--- src/hfe_pkg.sv ---
// Package: register map, field positions and timing constants of the frame enhancement block
package hfe_pkg;
  // Register offsets (byte addresses)
  localparam logic [7:0] ADDR_TX_ENH = 8'h00; // tx_enhancement_config
  localparam logic [7:0] ADDR_LINE_FMT = 8'h04; // line_format_config
  localparam logic [7:0] ADDR_EXT_INT = 8'h08; // ext_status_int_config
  localparam logic [7:0] ADDR_RX_MODE = 8'h0C; // receive interrupt mode
  localparam logic [7:0] ADDR_CMD = 8'h10; // command strobes
  localparam logic [7:0] ADDR_SRX_STAT = 8'h14; // special_rx_status
  localparam logic [7:0] ADDR_CNT_LO = 8'h18; // frame_byte_count_low
  localparam logic [7:0] ADDR_CNT_HI = 8'h1C; // frame_byte_count_high
  localparam logic [7:0] ADDR_TX_DATA = 8'h20; // transmit data
  localparam logic [7:0] ADDR_IRQ_STAT = 8'h24;
  localparam logic [7:0] ADDR_IRQ_MASK = 8'h28;
  localparam logic [7:0] ADDR_STATE = 8'h2C; // block state readback
  // Field positions
  localparam int TXE_AUTO_FLAG = 0;
  localparam int TXE_AUTO_EOM = 1;
  localparam int LF_MARK_IDLE = 3;
  localparam int LF_NRZ_SEL = 5;
  localparam int LF_NRZ_SEL2 = 6;
  localparam int EI_STAT_FIFO = 2;
  localparam int CMD_ERR_RESET = 0;
  localparam int CMD_RESET_IUS = 1;
  localparam int CMD_RESET_EOM = 2;
  localparam int IRQ_SPECIAL = 0;
  localparam int IRQ_RX_AVAIL = 1;
  localparam int IRQ_TX_EOM = 2;
  localparam int IRQ_BITS = 3;
  // Receive interrupt modes
  localparam logic [1:0] RXM_OFF = 2'h0;
  localparam logic [1:0] RXM_FIRST = 2'h1;
  localparam logic [1:0] RXM_ALL = 2'h2;
  localparam logic [1:0] RXM_SPECIAL = 2'h3;
  // Reset values
  localparam logic [7:0] TX_ENH_RST = 8'h00;
  localparam logic [7:0] LINE_FMT_RST = 8'h00;
  localparam logic [7:0] EXT_INT_RST = 8'h00;
  // Timing: write data captured this long after the strobe
  localparam int WR_LATCH_NS = 20;
  localparam int CLK_NS = 10;
  localparam int WR_LATCH_CYC = (WR_LATCH_NS + CLK_NS - 1) / CLK_NS;
  localparam int BIT_CYC = 8; // bit-time enable divider
  // Serial flag pattern
  localparam logic [7:0] FLAG_BYTE = 8'h7E;
endpackage

--- src/hfe_top.sv ---
// Frame enhancement logic of one channel: transmit framing, status FIFO handling, bus slave
`timescale 1ns/1ps

// Operation
// - Auto flag: opening flag sent before data
// - NRZI mark idle forces line high
// - Status FIFO enhancement only when enabled
// - End of frame loads counts and status only with the status FIFO enabled
// - Any of three modes raises special interrupt
// - Reading status locks data FIFO otherwise, in first-character and special-only modes
// - Overrun always special and locks FIFO
// - Enhanced end of frame: data-available, no lock
// - That interrupt needs no receive enable
// - Auto end-of-message: accept next frame data early
// - Shared flag needs both auto features
// - Write data captured shortly after strobe
module hfe_top #(
  parameter int CNT_W = 16
)(
  input wire logic clk_i,
  input wire logic rst_i,
  input wire logic [7:0] wb_adr_i,
  input wire logic [31:0] wb_dat_i,
  output logic [31:0] wb_dat_o,
  input wire logic wb_we_i,
  input wire logic [3:0] wb_sel_i,
  input wire logic wb_cyc_i,
  input wire logic wb_stb_i,
  output logic wb_ack_o,
  input wire logic rx_eof_i,
  input wire logic [CNT_W-1:0] rx_count_i,
  input wire logic [7:0] rx_status_i,
  input wire logic rx_overrun_i,
  input wire logic rx_char_i,
  output logic rx_fifo_locked_o,
  output logic txd_o,
  output logic irq_o
);
  // Elaboration check: the count readback holds two bytes at most
  if (CNT_W < 9 || CNT_W > 16)
  begin : g_bad_cnt_w
    $error("CNT_W must be 9..16");
  end

  // ****************************************
  // Bus slave
  // ****************************************
  typedef enum logic [2:0] {
    HFE_BUS_IDLE = 3'b001,
    HFE_BUS_WAIT = 3'b010,
    HFE_BUS_ACK = 3'b100
  } hfe_bus_t;
  hfe_bus_t bus_reg;
  hfe_bus_t bus_next;
  logic [1:0] wait_reg;
  logic [31:0] wdat_reg;
  logic [7:0] tx_enh_reg;
  logic [7:0] line_fmt_reg;
  logic [7:0] ext_int_reg;
  logic [1:0] rx_mode_reg;
  logic [7:0] srx_stat_reg;
  logic [15:0] cnt_reg;
  logic [hfe_pkg::IRQ_BITS-1:0] irq_stat_reg;
  logic [hfe_pkg::IRQ_BITS-1:0] irq_mask_reg;
  logic locked_reg;
  logic eom_reg;
  logic ius_reg;
  logic [31:0] rdata_reg;
  wire req = wb_cyc_i & wb_stb_i;
  wire lane0 = wb_sel_i[0];
  // Data latched after the strobe settles, not on its first edge
  wire wr_fire = (bus_reg == HFE_BUS_WAIT) && (wait_reg == 2'(hfe_pkg::WR_LATCH_CYC)) && wb_we_i && lane0;
  wire rd_fire = (bus_reg == HFE_BUS_WAIT) && (wait_reg == 2'(hfe_pkg::WR_LATCH_CYC)) && !wb_we_i;
  wire [7:0] wd = wdat_reg[7:0];
  wire wr_txe = wr_fire && wb_adr_i == hfe_pkg::ADDR_TX_ENH;
  wire wr_lf = wr_fire && wb_adr_i == hfe_pkg::ADDR_LINE_FMT;
  wire wr_ei = wr_fire && wb_adr_i == hfe_pkg::ADDR_EXT_INT;
  wire wr_rxm = wr_fire && wb_adr_i == hfe_pkg::ADDR_RX_MODE;
  wire wr_cmd = wr_fire && wb_adr_i == hfe_pkg::ADDR_CMD;
  wire wr_txd = wr_fire && wb_adr_i == hfe_pkg::ADDR_TX_DATA;
  wire wr_ist = wr_fire && wb_adr_i == hfe_pkg::ADDR_IRQ_STAT;
  wire wr_imk = wr_fire && wb_adr_i == hfe_pkg::ADDR_IRQ_MASK;
  wire rd_srx = rd_fire && wb_adr_i == hfe_pkg::ADDR_SRX_STAT;
  wire cmd_err_rst = wr_cmd && wd[hfe_pkg::CMD_ERR_RESET];
  wire cmd_ius_rst = wr_cmd && wd[hfe_pkg::CMD_RESET_IUS];
  wire cmd_eom_rst = wr_cmd && wd[hfe_pkg::CMD_RESET_EOM];

  // Bus sequencing: latch, wait for settle, ack one cycle
  always_comb
  begin
    bus_next = bus_reg;
    unique case (bus_reg)
      HFE_BUS_IDLE: if (req) bus_next = HFE_BUS_WAIT;
      HFE_BUS_WAIT: if (wait_reg == 2'(hfe_pkg::WR_LATCH_CYC)) bus_next = HFE_BUS_ACK;
      HFE_BUS_ACK: bus_next = HFE_BUS_IDLE;
    endcase
  end

  always_ff @(posedge clk_i)
  begin
    if (rst_i)
    begin
      bus_reg <= HFE_BUS_IDLE;
      wait_reg <= 2'h0;
      wdat_reg <= 32'h0000_0000;
    end
    else
    begin
      bus_reg <= bus_next;
      wait_reg <= (bus_reg == HFE_BUS_WAIT) ? wait_reg + 2'h1 : 2'h0;
      if (bus_reg == HFE_BUS_WAIT) wdat_reg <= wb_dat_i; // Sampled late, after strobe
    end
  end
  assign wb_ack_o = (bus_reg == HFE_BUS_ACK);

  // Read mux; unmapped reads return zero
  logic [31:0] rmux;
  always_comb
  begin
    rmux = 32'h0000_0000;
    case (wb_adr_i)
      hfe_pkg::ADDR_TX_ENH: rmux = {24'h0, tx_enh_reg};
      hfe_pkg::ADDR_LINE_FMT: rmux = {24'h0, line_fmt_reg};
      hfe_pkg::ADDR_EXT_INT: rmux = {24'h0, ext_int_reg};
      hfe_pkg::ADDR_RX_MODE: rmux = {30'h0, rx_mode_reg};
      hfe_pkg::ADDR_SRX_STAT: rmux = {24'h0, srx_stat_reg};
      hfe_pkg::ADDR_CNT_LO: rmux = {24'h0, cnt_reg[7:0]};
      hfe_pkg::ADDR_CNT_HI: rmux = {24'h0, cnt_reg[15:8]};
      hfe_pkg::ADDR_IRQ_STAT: rmux = {29'h0, irq_stat_reg};
      hfe_pkg::ADDR_IRQ_MASK: rmux = {29'h0, irq_mask_reg};
      hfe_pkg::ADDR_STATE: rmux = {28'h0, ius_reg, eom_reg, locked_reg, txd_o};
      default: rmux = 32'h0000_0000;
    endcase
  end
  always_ff @(posedge clk_i)
  begin
    if (rst_i) rdata_reg <= 32'h0000_0000;
    else if (rd_fire) rdata_reg <= rmux;
  end
  assign wb_dat_o = rdata_reg;

  // ****************************************
  // Configuration registers
  // ****************************************
  always_ff @(posedge clk_i)
  begin
    if (rst_i)
    begin
      tx_enh_reg <= hfe_pkg::TX_ENH_RST;
      line_fmt_reg <= hfe_pkg::LINE_FMT_RST;
      ext_int_reg <= hfe_pkg::EXT_INT_RST;
      rx_mode_reg <= hfe_pkg::RXM_OFF;
      irq_mask_reg <= '0;
    end
    else
    begin
      if (wr_txe) tx_enh_reg <= wd;
      if (wr_lf) line_fmt_reg <= wd;
      if (wr_ei) ext_int_reg <= wd;
      if (wr_rxm) rx_mode_reg <= wd[1:0];
      if (wr_imk) irq_mask_reg <= wd[hfe_pkg::IRQ_BITS-1:0];
    end
  end
  wire auto_flag = tx_enh_reg[hfe_pkg::TXE_AUTO_FLAG];
  wire auto_eom = tx_enh_reg[hfe_pkg::TXE_AUTO_EOM];
  wire mark_idle = line_fmt_reg[hfe_pkg::LF_MARK_IDLE];
  wire nrzi = line_fmt_reg[hfe_pkg::LF_NRZ_SEL] & ~line_fmt_reg[hfe_pkg::LF_NRZ_SEL2];
  wire stat_fifo_en = ext_int_reg[hfe_pkg::EI_STAT_FIFO];

  // ****************************************
  // Receive end-of-frame handling
  // ****************************************
  wire rx_int_any = rx_mode_reg != hfe_pkg::RXM_OFF;
  wire lock_mode = rx_mode_reg == hfe_pkg::RXM_FIRST || rx_mode_reg == hfe_pkg::RXM_SPECIAL;
  wire enh_eof = stat_fifo_en && rx_mode_reg == hfe_pkg::RXM_SPECIAL;
  wire eof_special = rx_eof_i && rx_int_any && !enh_eof;
  wire ovr_special = rx_overrun_i; // Always special
  wire eof_avail = rx_eof_i && enh_eof; // Regardless of receive-char enable
  // Plain character available only where software asked for every character
  wire char_avail = rx_char_i && rx_mode_reg == hfe_pkg::RXM_ALL;
  logic eof_pend_reg;
  logic lock_arm_reg;

  always_ff @(posedge clk_i)
  begin
    if (rst_i)
    begin
      srx_stat_reg <= 8'h00;
      cnt_reg <= 16'h0000;
      eof_pend_reg <= 1'b0;
      lock_arm_reg <= 1'b0;
      locked_reg <= 1'b0;
      ius_reg <= 1'b0;
    end
    else
    begin
      if (rx_eof_i && stat_fifo_en)
      begin
        cnt_reg <= 16'(rx_count_i);
        srx_stat_reg <= rx_status_i;
      end
      // Lock arms on a special condition that may lock
      if (ovr_special || (eof_special && lock_mode)) lock_arm_reg <= 1'b1;
      else if (rd_srx) lock_arm_reg <= 1'b0;
      // Lock when serviced; the set wins over the error reset
      if (rd_srx && lock_arm_reg) locked_reg <= 1'b1;
      else if (cmd_err_rst) locked_reg <= 1'b0;
      if (eof_avail) ius_reg <= 1'b1;
      else if (cmd_ius_rst) ius_reg <= 1'b0;
      eof_pend_reg <= eof_avail;
    end
  end
  assign rx_fifo_locked_o = locked_reg;

  // ****************************************
  // Transmit framing
  // ****************************************
  typedef enum logic [3:0] {
    HFE_TX_IDLE = 4'b0001,
    HFE_TX_FLAG = 4'b0010,
    HFE_TX_DATA = 4'b0100,
    HFE_TX_CLOSE = 4'b1000
  } hfe_tx_t;
  hfe_tx_t tx_reg;
  hfe_tx_t tx_next;
  logic [2:0] bitdiv_reg;
  logic [2:0] bitcnt_reg;
  logic [7:0] shift_reg;
  logic [7:0] hold_reg;
  logic hold_full_reg;
  logic line_reg;
  wire bit_en = bitdiv_reg == 3'(hfe_pkg::BIT_CYC - 1);
  wire byte_end = bit_en && bitcnt_reg == 3'h7;
  wire tx_eom_ev = byte_end && tx_reg == HFE_TX_DATA && !hold_full_reg;
  // Early acceptance only with auto end-of-message
  wire accept = !hold_full_reg && (tx_reg != HFE_TX_CLOSE || auto_eom);
  // Shared flag: closing flag doubles as opening flag
  wire shared = auto_eom && auto_flag && hold_full_reg;

  // Transmit state progression
  always_comb
  begin
    tx_next = tx_reg;
    unique case (tx_reg)
      HFE_TX_IDLE: if (hold_full_reg && (auto_flag || !mark_idle)) tx_next = HFE_TX_FLAG;
      HFE_TX_FLAG: if (byte_end) tx_next = HFE_TX_DATA;
      HFE_TX_DATA: if (tx_eom_ev) tx_next = HFE_TX_CLOSE;
      HFE_TX_CLOSE: if (byte_end) tx_next = shared ? HFE_TX_DATA : HFE_TX_IDLE;
    endcase
  end

  always_ff @(posedge clk_i)
  begin
    if (rst_i)
    begin
      tx_reg <= HFE_TX_IDLE;
      bitdiv_reg <= 3'h0;
      bitcnt_reg <= 3'h0;
      shift_reg <= 8'hFF;
      hold_reg <= 8'h00;
      hold_full_reg <= 1'b0;
      eom_reg <= 1'b0;
    end
    else
    begin
      tx_reg <= tx_next;
      bitdiv_reg <= bit_en ? 3'h0 : bitdiv_reg + 3'h1;
      if (tx_reg == HFE_TX_IDLE) bitcnt_reg <= 3'h0;
      else if (bit_en) bitcnt_reg <= bitcnt_reg + 3'h1;
      if (tx_reg == HFE_TX_IDLE && tx_next == HFE_TX_FLAG) shift_reg <= hfe_pkg::FLAG_BYTE;
      else if (byte_end && tx_next == HFE_TX_DATA)
        shift_reg <= hold_reg;
      else if (byte_end && tx_next == HFE_TX_CLOSE)
        shift_reg <= hfe_pkg::FLAG_BYTE;
      else if (bit_en)
        shift_reg <= {1'b1, shift_reg[7:1]};
      // Hold register fills on data write, drains at byte boundary
      if (wr_txd && accept)
      begin
        hold_reg <= wd;
        hold_full_reg <= 1'b1;
      end
      else if (byte_end && tx_next == HFE_TX_DATA)
        hold_full_reg <= 1'b0;
      // End-of-message latch: set wins; auto clear on data write
      if (tx_eom_ev) eom_reg <= 1'b1;
      else if ((wr_txd && auto_eom) || cmd_eom_rst) eom_reg <= 1'b0;
    end
  end

  // Line level: NRZI mark idle forces high while the transmitter is idle
  always_ff @(posedge clk_i)
  begin
    if (rst_i) line_reg <= 1'b1;
    else if (tx_reg == HFE_TX_IDLE && nrzi && mark_idle) line_reg <= 1'b1;
    else if (bit_en && tx_reg != HFE_TX_IDLE && !shift_reg[0]) line_reg <= nrzi ? ~line_reg : 1'b0;
    else if (bit_en && !nrzi) line_reg <= shift_reg[0] | (tx_reg == HFE_TX_IDLE);
  end
  assign txd_o = line_reg;

  // ****************************************
  // Interrupts
  // ****************************************
  logic [hfe_pkg::IRQ_BITS-1:0] ev;
  assign ev = {tx_eom_ev, eof_pend_reg | char_avail, eof_special | ovr_special};
  always_ff @(posedge clk_i)
  begin
    if (rst_i) irq_stat_reg <= '0;
    else irq_stat_reg <= ev | (irq_stat_reg & ~(wr_ist ? wd[hfe_pkg::IRQ_BITS-1:0] : '0));
  end
  assign irq_o = |(irq_stat_reg & irq_mask_reg);

  // ****************************************
  // Checks
  // ****************************************
  chk_shared_flag: assert property (@(posedge clk_i) disable iff (rst_i)
    (tx_reg == HFE_TX_CLOSE && tx_next == HFE_TX_DATA) |-> (auto_eom && auto_flag))
    else $error("shared flag without both auto features");
  chk_idle_high: assert property (@(posedge clk_i) disable iff (rst_i)
    (tx_reg == HFE_TX_IDLE && nrzi && mark_idle) |=> txd_o)
    else $error("line not high at mark idle");
  chk_overrun_lock: assert property (@(posedge clk_i) disable iff (rst_i)
    (lock_arm_reg && rd_srx) |=> locked_reg)
    else $error("overrun did not lock");
  chk_enh_nolock: assert property (@(posedge clk_i) disable iff (rst_i)
    (eof_avail && !lock_arm_reg && !rx_overrun_i) |=> !lock_arm_reg)
    else $error("enhanced eof armed lock");
  chk_eof_avail: assert property (@(posedge clk_i) disable iff (rst_i)
    eof_avail |-> ##2 irq_stat_reg[hfe_pkg::IRQ_RX_AVAIL])
    else $error("no data-available on eof");
  chk_eof_load: assert property (@(posedge clk_i) disable iff (rst_i)
    (rx_eof_i && stat_fifo_en) |=> srx_stat_reg == $past(rx_status_i))
    else $error("status not loaded");
  chk_err_unlock: assert property (@(posedge clk_i) disable iff (rst_i)
    (cmd_err_rst && !(rd_srx && lock_arm_reg)) |=> !locked_reg)
    else $error("error reset did not unlock");
  chk_wr_delay: assert property (@(posedge clk_i) disable iff (rst_i)
    (bus_reg == HFE_BUS_IDLE && req) |=> !wr_fire)
    else $error("write taken at strobe");
  chk_eom_clear: assert property (@(posedge clk_i) disable iff (rst_i)
    (wr_txd && auto_eom && !tx_eom_ev) |=> !eom_reg)
    else $error("eom latch not auto-cleared");
  chk_flag_first: assert property (@(posedge clk_i) disable iff (rst_i)
    (tx_reg == HFE_TX_IDLE && tx_next == HFE_TX_FLAG) |=> shift_reg == hfe_pkg::FLAG_BYTE)
    else $error("opening flag not loaded");
endmodule

--- config.mk ---
export PLATFORM = sky130hd
export DESIGN_NAME = hfe_top
export DESIGN_NICKNAME = d
export VERILOG_FILES = /design/src/hfe_pkg.sv /design/src/hfe_top.sv
export SDC_FILE = /design/constraint.sdc
export NUM_CORES = 1
export LEC_CHECK = 0
export ABC_AREA = 1
export BUFFER_PORTS_ARGS = -buffer_cell sky130_fd_sc_hd__buf_4
export CORE_AREA = 2 2 148 150
export CTS_CLUSTER_SIZE = 25
export DETAILED_ROUTE_END_ITERATION = 12
export DIE_AREA = 0 0 150 152
export PLACE_DENSITY = 0.41
export SYNTH_ARGS = -nofsm -noshare
export SYNTH_HDL_FRONTEND = slang
export SYNTH_SLANG_ARGS = --single-unit
--- constraint.sdc ---
create_clock -name clk_i -period 2.4 [get_ports clk_i]
set_input_delay 0.6 -clock clk_i [delete_from_list [all_inputs] [get_ports clk_i]]
set_output_delay 0.6 -clock clk_i [all_outputs]
set_load 0.02 [all_outputs]
Yosys cells after proc, flatten, opt, wreduce, memory -nomap -nowiden

Index checks and enable logic that the tools add are counted.

Bits in registers: 134
Input bits: 76
Output and inout bits: 36

Add/sub/neg operators: 3
Equal/unequal tests: 31
Mux-type cells: 28
Bitwise logic cells: 12
Reduce and logical (&&, ||, !) cells: 69

Operator list:

| kind                | count |
|---|---|
| $pmux 8 s10         | 1 |
| $logic_and 1x1->1   | 41 |
| $eq 8x5->1 const B  | 4 |
| $eq 8x6->1 const B  | 4 |
| $mux 8              | 4 |
| $eq 8x4->1 const B  | 2 |
| $mux 4              | 4 |
| $pmux 4 s4          | 1 |
| $reduce_bool 2->1   | 7 |
| $mux 1              | 13 |
| $mux 3              | 4 |
| $reduce_or 2->1     | 5 |
| $eq 3x3->1 const B  | 3 |
| $pmux 3 s3          | 1 |
| $eq 4x2->1 const B  | 2 |
| $eq 4x3->1 const B  | 2 |
| $eq 4x4->1 const B  | 2 |
| $eq 8x3->1 const B  | 1 |
| $logic_not 8->1     | 1 |
| $add 3x1->3 const B | 2 |
| $and 3x3->3         | 2 |
| $eq 2x2->1 const B  | 3 |
| $logic_not 1->1     | 6 |
| $logic_or 1x1->1    | 5 |
| other kinds (18)    | 23 |

Longest topological paths before layout

Gate-level depths: netlist (run 1).

Depth in word-level cells: 11
Depth in mapped cells: 12
Mapped depth without buffers: 12

Worst setup path before layout (run 1)

Ideal clock, no wire load.

Path type: register -> register
Start point: register bitdiv_reg[0]
End point: register shift_reg[7]
Setup time: 0.119 ns
Data arrival time: 1.563 ns
Required time: 2.281 ns
Slack: 0.718 ns
Stages on the path, launching flop included: 12
Path through: dfxtp_1 > ha_1 > ha_1 > nand2_4 > clkinv_4 > nand2_1 > nor2_1 > a21oi_2 > nand2_2 > nand3_1 > nand2_1 > o21bai_1

Word-level cells in the longest chain between the ends: 11
Elaborated cells on any way between the ends: 18

RTL lines:

| element                         | RTL line       | text |
|---|---|---|
| start, declared                 | hfe_top.sv:226 | `logic [2:0] bitdiv_reg;` |
| start signal, assigned          | hfe_top.sv:267 | `bitdiv_reg <= bit_en ? 3'h0 : bitdiv_reg + 3'h1;` |
| $eq 3x3->1 (*)                  | hfe_top.sv:232 | `wire bit_en = bitdiv_reg == 3'(hfe_pkg::BIT_CYC - 1);` |
| $logic_and 1x1->1               | hfe_top.sv:233 | `wire byte_end = bit_en && bitcnt_reg == 3'h7;` |
| $logic_and 1x1->1 (2 in series) | hfe_top.sv:234 | `wire tx_eom_ev = byte_end && tx_reg == HFE_TX_DATA && !hold_full_reg;` |
| $mux 4                          | hfe_top.sv:247 | `HFE_TX_DATA: if (tx_eom_ev) tx_next = HFE_TX_CLOSE;` |
| $pmux 4 s4                      | hfe_top.sv:244 | `unique case (tx_reg)` |
| $eq 4x4->1                      | hfe_top.sv:273 | `else if (byte_end && tx_next == HFE_TX_CLOSE)` |
| $logic_and 1x1->1               | hfe_top.sv:273 |  |
| $mux 8                          | hfe_top.sv:273 |  |
| $mux 8                          | hfe_top.sv:271 | `else if (byte_end && tx_next == HFE_TX_DATA)` |
| $mux 8                          | hfe_top.sv:270 | `if (tx_reg == HFE_TX_IDLE && tx_next == HFE_TX_FLAG) shift_reg <= hfe_pkg::FLAG_BYTE;` |
| end signal, assigned            | hfe_top.sv:270 |  |
| end signal, assigned            | hfe_top.sv:272 | `shift_reg <= hold_reg;` |
| end signal, assigned            | hfe_top.sv:274 | `shift_reg <= hfe_pkg::FLAG_BYTE;` |
| end, declared                   | hfe_top.sv:228 | `logic [7:0] shift_reg;` |

Mark *: on every way between the ends. The rest lies on a longest branch, timed or not.
A chain may end at the register's enable or synchronous reset.

Worst setup path after layout (run 1)

Same ends and word-level chain as after synthesis.

==> results of run 1 <==
## cell usage in the layout, fill, tap and decap left out, types with 4 or more instances in the layout
master       n
nand3_1     52
nand2_4      4
dfxtp_1    110
inv_1       50
o21ai_1     16
a211oi_1     6
o21ai_0     52
inv_2       13
nor2_1      86
nand2_1    158
nor2_2       7
clkbuf_16    9
buf_4       73
ha_1         5
a21oi_1     62
conb_1      24
nand2_2      6
nor3_1       7
nor2_4       5
## kinds of logic after synthesis
group / synth area share [%]
simple gates: 30.1
compound gates: 15.2
buf+inv: 10.9
flops: 42.1
fa+ha+maj: 1.20
xor+xnor: 0.335
other cells: 0.0717
## per-layer routing
| metal | up-vias | global-route usage [%] | part of all wire, % |
|---|---|---|---|
| met2 | 83 | 20.9 | 46 |
| met1 | 1985 | 17.5 | 50 |
| met5 | - | 0 | 0 |
| met3 | 14 | 2.58 | 3.3 |
| met4 | 0 | 3.28 | 1.2 |
| li1 | 2414 | - | - |
## worst max-delay path: cells and delay by family, from the launching register on
family                   cells  cell delay [ps]
AO/OA/AOI/OAI                2              300
adder cells (fa/ha/maj)      2              410
buffers and inverters        1              110
flip-flops                   1              320
AND/OR/NAND/NOR              6              580
## through the flow
| stage | instances | utilization [%] |
|---|---|---|
| 2_1_floorplan | 744 | - |
| 3_5_place_dp | 1050 | 27.8 |
| 6_report | 1066 | 29.0 |
| 3_3_place_gp | 1050 | 27.8 |
| 5_1_grt | 1066 | 29.0 |
| 4_1_cts | 1066 | 29.0 |
## where the power goes
group	internal [mW]	total, mW	leakage [nW]	switching, mW
sequential	1.85	1.86	0.889	0.0171
clock	0.741	1.44	0.134	0.698
combinational	0.0935	0.251	1.62	0.158
total	2.68	3.55	2.65	0.873
## worst min-delay path by stage
stage                          endpoint  cells after the start
2_1_floorplan  bitdiv_reg[0]$_SDFF_PP0_                      1
3_3_place_gp     wait_reg[0]$_SDFF_PP0_                      1
3_5_place_dp     wait_reg[0]$_SDFF_PP0_                      1
4_1_cts          wait_reg[0]$_SDFF_PP0_                      1
5_1_grt          wait_reg[0]$_SDFF_PP0_                      1
6_report         wait_reg[0]$_SDFF_PP0_                      1
## cell type report
class                           instances  area (sq um)  share of cell area [%]
Multi-Input combinational cell        519          2540                    41.0
Timing Repair Buffer                   74           568                    9.16
Tap cell                              280           350                    5.65
Clock inverter                          4          30.0                   0.484
Inverter                               67           263                    4.24
Sequential cell                       110          2200                    35.5
Clock buffer                           12           246                    3.97
==> impl_results.md, run 1 <==
* Outcome: finished, final reports clean
* Primary FF master, synth: dfxtp_1
* Core footprint at 21400 sq um
* Critical path class: flip-flop to flip-flop
* Antenna violations before repair at 0
* Initial Utilization at about a quarter
* Setup TNS at 0 ps
* TritonCTS buffer count at 9
* Ant diodes at 0
* Ranking of synthesized cells by area: dfxtp_1, nand2_1, nor2_1
* Grt ovf at 0
* Final Max Tran Viols at 0
* Post-layout min period at about 1800 ps
* Worst EP required at 2650 ps
* Die extent in y at about 150 um
* Share of layout cells above drive strength 1 at 18.1%
* P per Cell Area at 573 nW/um^2
* MaxCap Viol Count at 0
* Setup WS post-layout at 552 ps
* Sink Count at 110
* RSZ-0062 raised after global routing: false
* Detailed Routing Iterations Pass 1 at 4
* Post-synthesis cell count at approximately 700
* RR Endpoint: shift_reg[7]$_SDFFE_PP1P_
* Gates resized, CTS repair at 0
* Worst vdd ir at between 0.0003 and 0.0004 V
* Final Hold Vio Count at 0
* Worst hold slack at 427 ps
* Mapped cell area at 5230 sq um
* Htree depth at 3
* Clock Tree Buf Depth at 2
* CTS tree: yes
* R2R depth at 11
* First-pass GRT wire length at approximately 23000 um
* Total die area at ~23000 sq um
* Worst setup path startpoint: bitdiv_reg[0]$_SDFF_PP0_
* Worst hold path type: flip-flop to flip-flop
* GP Congestion at 0.787
* Worst r2r src: bitdiv_reg[0]$_SDFF_PP0_
* Avg Cell Area, Syn at a little over 7 sq um
* I/O pins at 112
* Vias in the first global route at between 4000 and 5000
* Synth top cells by count: nand2_1, dfxtp_1, nor2_1
* Drt wl/cell at 13.2 um
* Crit end category: flip-flop
* Clock root cell: clkbuf_16
* Nets at about 860
* GRT Total Usage at 12.9%
* Crit path max fanout at 10
* Post-synth top area share at 42.1%
* Largest net degree at the start of global routing at 34
* Setup Skew at 10.3 ps
* Most numerous cell in the Yosys netlist: nand2_1
* Endpoints failing setup at 0
* Critical path cell sequence: ha_1 > ha_1 > nand2_4 > clkinv_4 > nand2_1 > nor2_1 > a21oi_2 > nand2_2 > nand3_1 > nand2_1 > o21bai_1
* Startpoint class of the critical path: flip-flop
* Clock Pin Slew Worst Setup and Hold Paths at 70 ps
* Pleak at 2.65 nW
* DP Wirelength at 10700 um
* Post-CTS Setup Inserts at 0
* #FFs+latches synth at 110
* EDFF count, synth at 0
* Synth cell types at between 40 and 50
* Max Fclk at 541 MHz
* Final WL at 14100 um
* CP Capture Point: shift_reg[7]$_SDFFE_PP1P_
* Place WS at 344 ps
* Post-layout power at 3.55 mW
* Die width at roughly 150 um
* Crit path DAT at 2090 ps
* Vias per cell at 4.22
* R2r setup slk at 550 ps
* Register area share after synthesis at 42.1%
* # DRC at 0
* Fin crit share at 77.0%
* Placed Area at 5930 sq um
* Clock Latency Late Sink at 360 ps
* Measured slew at the worst slew-check pin at 686 ps
* Area leader, netlist: dfxtp_1
* Hold_buf cts at 0
* CP max stage delay at 320 ps
* Asr flop ratio synth at 0%
* Largest register FFs at 16
* Row cnt at 54
* Design Area, Final at 6200 sq um
* Max_slew headroom at a little over half
* Post-route ant nets at 0
* Yosys warns at 0
* Layout area overhead at 18.6%
* DRT iter0 DRCs at 235
* Port buffer count at 60
* DR vias at ~4500
* Slowest cell on crit path: dfxtp_1
* FILL cells at approximately 2400
* Hold_sp: wait_reg[0]$_SDFF_PP0_
Note: power is estimated with default switching activity, not from simulation.
==> run 2: changes to the inputs <==
Settings changed: ABC_AREA 1 to 0, CORE_AREA 2 2 148 150 to 2 2 147 149, DIE_AREA 0 0 150 152 to 0 0 149 151, PLACE_DENSITY 0.41 to 0.43.
Clock period 2.4 ns to 1.6 ns, I/O delays scaled along.
==> run 2 against run 1 <==
  * The flow now finishes with violations (negative setup slack)
  * Maximum frequency decreased by 2.2%
  * Core utilization increased by 6.0 points
  * Cell count decreased by 1.8%
  * Clock skew decreased by 3.9 ps
  * Cell area increased by 18%
  * Die area decreased by 1.3%
  * Critical path type unchanged
  * Critical endpoint is now hold_reg[4]$_SDFFE_PP0P_
==> impl_results.md, run 2 <==
* Crit path max fanout at 4
* Sink Count at 110
* # DRC at 0
* Die width at roughly 150 um
* Synth cell types at 60
* Fin crit share at 118%
* Endpoints failing setup at slightly below 50
* Register area at about 2200 sq um
* Antenna violations before repair at 0
* Ant diodes at 0
* Placed Area at 6400 sq um
* Die extent in y at 151 um
* RSZ-0062 raised after global routing: true
* GP Congestion at ~0.84
* Most common cell after layout, fill and taps aside: buf_4
* Final Hold Vio Count at 0
* Ranking of synthesized cells by area: dfxtp_1, nand2_1, a21oi_1
* P per Cell Area at just under 800 nW/um^2
* Setup WS post-layout at -290 ps
* #FFs+latches synth at between 100 and 150
* Crit path DAT at 2130 ps
* GRT Total Usage at 14.6%
* EDFF count, synth at 0
* Critical path class: flip-flop to flip-flop
* Place WS at -378 ps
* Post-layout min period at 1890 ps
* MaxCap Viol Count at 0
* Post-layout power at 5.73 mW
* CTS tree: yes
* Final WL at 16200 um
* Row cnt at 53
* Core footprint at 20800 sq um
* Pleak at roughly 2.7 nW
* DR vias at about 4900
* Layout area overhead at 40.8%
* Initial Utilization at 24.9%
* DP Wirelength at 12000 um
* RR Endpoint: hold_reg[4]$_SDFFE_PP0P_
* Post-route ant nets at 0
* Htree depth at 3
* Worst r2r src: wait_reg[0]$_SDFF_PP0_
* R2r setup slk at -290 ps
* I/O pins at 112
* Startpoint class of the critical path: flip-flop
* Worst hold slack at 284 ps
* Worst hold path type: input port to flip-flop
* WHS Endpoint: wdat_reg[7]$_SDFFE_PP0N_
* TritonCTS buffer count at 9
* Clock Tree Buf Depth at 2
* Clock root cell: clkbuf_16
* Share of layout cells above drive strength 1 at ~36%
* Most numerous cell in the Yosys netlist: nand2_1
* Multi-input logic area at 3110 sq um
* Synth top cells by count: nand2_1, dfxtp_1, a21oi_1
* Post-synth top area share at 42.5%
* Vias in the first global route at 4834
* Area leader, netlist: dfxtp_1
* Setup Skew at 6.39 ps
* Max Fclk at 529 MHz
* Largest net degree at the start of global routing at 38
* Failing checks: negative setup slack
* Design Area, Final at around 7300 sq um
* Crit end category: flip-flop
* Drt wl/cell at 15.5 um
* Vias per cell at approximately 4.7
* Outcome: finished with violations
* Clock Pin Slew Worst Setup and Hold Paths at 70 ps
* Hold_sp: wb_dat_i[7]
* Commonest cells after routing, fill and taps aside: buf_4, nand2_1, dfxtp_1, a21oi_1, nor2_1
* Worst vdd ir at between 0.0004 and 0.0005 V
* Largest register FFs at 16
* Detailed Routing Iterations Pass 1 at 5
* Primary FF master, synth: dfxtp_1
* Setup TNS at -9460 ps
* Yosys warns at 0
* Grt ovf at 0
* Nets at roughly 850
* DRT iter0 DRCs at 249
* Post-synthesis cell count at 642
* Worst EP required at 1840 ps
* Mapped cell area at 5180 sq um
* Avg Cell Area, Syn at 8.06 sq um
* Asr flop ratio synth at 0%
* Register area share after synthesis at between 40 and 50%
* Hold path depth at 3
* Port buffer count at 60
* Total die area at ~22000 sq um
* Final Max Tran Viols at 0
* First-pass GRT wire length at 25400 um
* FILL cells at 2181
* Hold_buf cts at 0
* Clock Latency Late Sink at about 360 ps
* R2R depth at 9
-- run 2: cell count changes in the layout (fill, tap and decap cells not counted), sizes merged, moves of 9 or more --
| cell | delta |
|---|---|
| o21ai | -27 |
| buf | +78 |
| nand2 | -23 |
| and2 | +9 |
| inv | -48 |
| nand3 | -48 |
| mux2 | +9 |
| nor2 | -60 |
| a21oi | +14 |
| mux2i | +21 |
-- run 2: metrics by stage --
stage	utilization [%]	cells
after global routing	35.0	1047
after detailed placement	30.7	1016
final	35.0	1047
after global placement	30.7	1016
after CTS	33.7	1042
after floorplan	-	665
-- run 2: worst max path at each step --
stage | start | end | slack (ps) | cells after the start
floorplan | bitcnt_reg[0]$_SDFFE_PP0P_ | shift_reg[0]$_SDFFE_PP1P_ | -310 | 9
global placement | wait_reg[0]$_SDFF_PP0_ | hold_reg[5]$_SDFFE_PP0P_ | -350 | 9
detailed placement | wait_reg[0]$_SDFF_PP0_ | hold_reg[5]$_SDFFE_PP0P_ | -380 | 9
CTS | wait_reg[0]$_SDFF_PP0_ | hold_reg[2]$_SDFFE_PP0P_ | -380 | 9
global route | wait_reg[0]$_SDFF_PP0_ | hold_reg[2]$_SDFFE_PP0P_ | -390 | 9
finish | wait_reg[0]$_SDFF_PP0_ | hold_reg[4]$_SDFFE_PP0P_ | -290 | 9
-- run 2: layout make-up --
| type | instances | area share [%] |
|---|---|---|
| clock buffers | 11 | 3.33 |
| clock inverters | 5 | 1.12 |
| inverters | 18 | 0.927 |
| multi-input cells | 476 | 42.7 |
| flip-flops and latches | 110 | 30.4 |
| well taps | 275 | 4.72 |
| repair buffers | 152 | 16.8 |
-- run 2: timing repair --
action | 4_1_cts | 5_1_grt
endpoints found under the setup margin | 52 | 63
buffers inserted | 9 | 7
pin swaps | 53 | 29
gates resized for setup | 59 | 61
gates cloned | 2 | 0
-- run 2: power by group --
part | leakage [nW] | total [mW] | switching [mW] | internal (mW)
Combinational | 1.67 | 0.471 | 0.273 | 0.198
Clock | 0.156 | 2.46 | 1.04 | 1.42
Sequential | 0.893 | 2.80 | 0.0324 | 2.76
Total | 2.72 | 5.73 | 1.35 | 4.38
-- run 2: per-layer routing --
layer	track usage (%)	part of all wire, %
met5	0	0
met4	5.05	1.7
met3	2.89	4.6
met2	22.9	45
met1	20.0	48
-- run 2: worst max-delay path: stages (launching register included) --
cell and delay [ps]:
dfxtp_2 330, inv_2 60, ha_4 130, nand4bb_4 160
nor4_4 270, nand2_2 110, nor4b_4 280, buf_4 200
mux2i_1 180, nor2_1 50
-- run 2: cell families (layout without fill, tap and decap cells) --
group / after synthesis / after routing / share of synthesized area [%]
flip-flops: 110 / 110 / 42.5
other: 1 / 24 / 0.0724
multiplexers: 32 / 32 / 6.89
XOR/XNOR: 2 / 2 / 0.338
AND/OR/NAND/NOR: 246 / 247 / 22.0
buffers and inverters: 80 / 186 / 8.02
AO/OA/AOI/OAI: 166 / 166 / 18.9
adder cells (fa/ha/maj): 5 / 5 / 1.21
==> run 3: changes to the inputs <==
Settings changed: CTS_BUF_LIST from default to sky130_fd_sc_hd__clkbuf_2.
==> run 3 against run 2 <==
  * The flow still finishes with violations (negative setup slack)
  * Core utilization grew 2.6 points
  * First-iteration DRC count grew 16%
  * Register-to-register slack lost 50 ps
  * Cell count grew 4.8%
  * Clock-buffer cell count shrank 1
  * Total power shrank 15%
  * Sequential power is essentially flat
  * Worst setup slack lost 140 ps
==> impl_results.md, run 3 (synthesis results as in run 2) <==
* Commonest cells after routing, fill and taps aside: buf_4, nand2_1, dfxtp_1, a21oi_1, dlygate4sd3_1
* Setup Skew at 26.7 ps
* FILL cells at between 2000 and 2500
* Post-route ant nets at 0
* CTS tree: yes
* Total die area at 22500 sq um
* Vias per cell at 4.72
* Clock Latency Late Sink at 640 ps
* Setup WS post-layout at -429 ps
* Die extent in y at about 150 um
* Share of layout cells above drive strength 1 at 40.7%
* Worst hold slack at 29.0 ps
* Antenna violations before repair at 1
* Most common cell after layout, fill and taps aside: buf_4
* First-pass GRT wire length at 26100 um
* DRT iter0 DRCs at 290
* Pleak at 2.90 nW
* Largest net degree at the start of global routing at 38
* Htree depth at 3
* Clock Pin Slew Worst Setup and Hold Paths at 280 ps
* Crit path DAT at 1630 ps
* Clock root cell: clkbuf_2
* Final WL at 16900 um
* Final Hold Vio Count at 0
* MaxCap Viol Count at 0
* TritonCTS buffer count at 9
* Post-layout min period at just over 2000 ps
* Critical path class: flip-flop to output pin
* Endpoints failing setup at 53
* Initial Utilization at 24.9%
* Layout Utilization at 37.6%
* Crit path max fanout at 3
* DP Wirelength at 12000 um
* Die width at ~150 um
* Clock Tree Buf Depth at 2
* Outcome: finished with violations
* Detailed Routing Iterations Pass 1 at 5
* Worst EP required at 1200 ps
* Startpoint class of the critical path: flip-flop
* Vias in the first global route at 4992
* Sink Count at 110
* GP Congestion at 0.836
* Port buffer count at 60
* Worst hold path type: input port to flip-flop
* # DRC at 0
* GRT Total Usage at between 10 and 15%
* Layout area overhead at 51.1%
* Core footprint at 20800 sq um
* Failing checks: negative setup slack
* Max Fclk at ~490 MHz
* Largest register FFs at 16
* P per Cell Area at 619 nW/um^2
* Nets at approximately 900
* Worst vdd ir at between 0.0003 and 0.0004 V
* Row cnt at 53
* DR vias at 5180
* Drt wl/cell at 15.4 um
* Grt ovf at 0
* RSZ-0062 raised after global routing: true
* Fin crit share at 127%
* Max_slew headroom at 49.6%
* I/O pins at about 110
* Final Max Tran Viols at 0
* Measured slew at the worst slew-check pin at 754 ps
* Crit end category: output pin
==> run 3: changes by cell type in the layout (fill, tap and decap cells not counted), moves of 11 or more <==
cell and change:
dfxtp_2 +11, buf_6 +18, dlygate4sd3_1 +35, a21oi_1 -16
a21oi_2 +16, dfxtp_1 -12
==> run 3: per-layer routing <==
metal | vias to the layer above | share of wire, % | global-route usage, %
met5 | - | 0 | 0
met3 | 24 | 4.5 | 2.47
met4 | 0 | 1.8 | 5.33
li1 | 2519 | - | -
met2 | 138 | 47 | 23.8
met1 | 2499 | 47 | 20.4
==> run 3: critical path: stages (launching register included) <==
cell and delay, ps:
dfxtp_2 390, a222oi_1 370, inv_1 100, buf_6 140
==> run 3: layout make-up <==
type                    count  area [sq um]  share of cell area [%]
well taps                 275           344                    4.40
clock inverters             6          85.1                    1.09
clock buffers              10          50.0                   0.640
diodes                      1          2.50                  0.0320
multi-input cells         476          3270                    41.8
repair buffers            201          1760                    22.5
inverters                  18          71.3                   0.912
flip-flops and latches    110          2230                    28.6
==> run 3: path summary, 6_finish.rpt <==
path / to / start / slack, ps / cells past startpoint
max: irq_o / irq_stat_reg[1]$_SDFF_PP0_ / -430 / 3
min: irq_stat_reg[0]$_SDFF_PP0_ / rx_eof_i / 30 / 3
max reg2reg: hold_reg[2]$_SDFFE_PP0P_ / wait_reg[0]$_SDFF_PP0_ / -340 / 9
min reg2reg: wait_reg[0]$_SDFF_PP0_ / wait_reg[0]$_SDFF_PP0_ / 440 / 1
==> run 3: report_power, final <==
part	switching (mW)	total, mW	internal [mW]
Sequential	0.0325	2.81	2.78
Clock	0.957	1.48	0.520
Combinational	0.295	0.555	0.260
==> run 3: repair_timing <==
action                                  4_1_cts  5_1_grt
gates resized for setup                      83      118
cloned                                        2        0
pin swaps                                    64       60
hold buffers                                 34        1
hold endpoints to repair                     36        1
buffers inserted                             11       18
endpoints found under the setup margin       71       77
==> run 3: metrics by stage <==
step | power, mW | instance area [sq um] | instances | setup slack [ps] | setup TNS (ps)
6_report | 4.84 | 7820 | 1097 | -429 | -13170
5_1_grt | 5.08 | 7820 | 1097 | -535 | -17760
4_1_cts | 4.86 | 7250 | 1079 | -453 | -11310
3_5_place_dp | 3.30 | 6400 | 1016 | -378 | -15680
3_3_place_gp | 3.29 | 6400 | 1016 | -345 | -14730
2_1_floorplan | 3.10 | 5370 | 665 | -308 | -7920
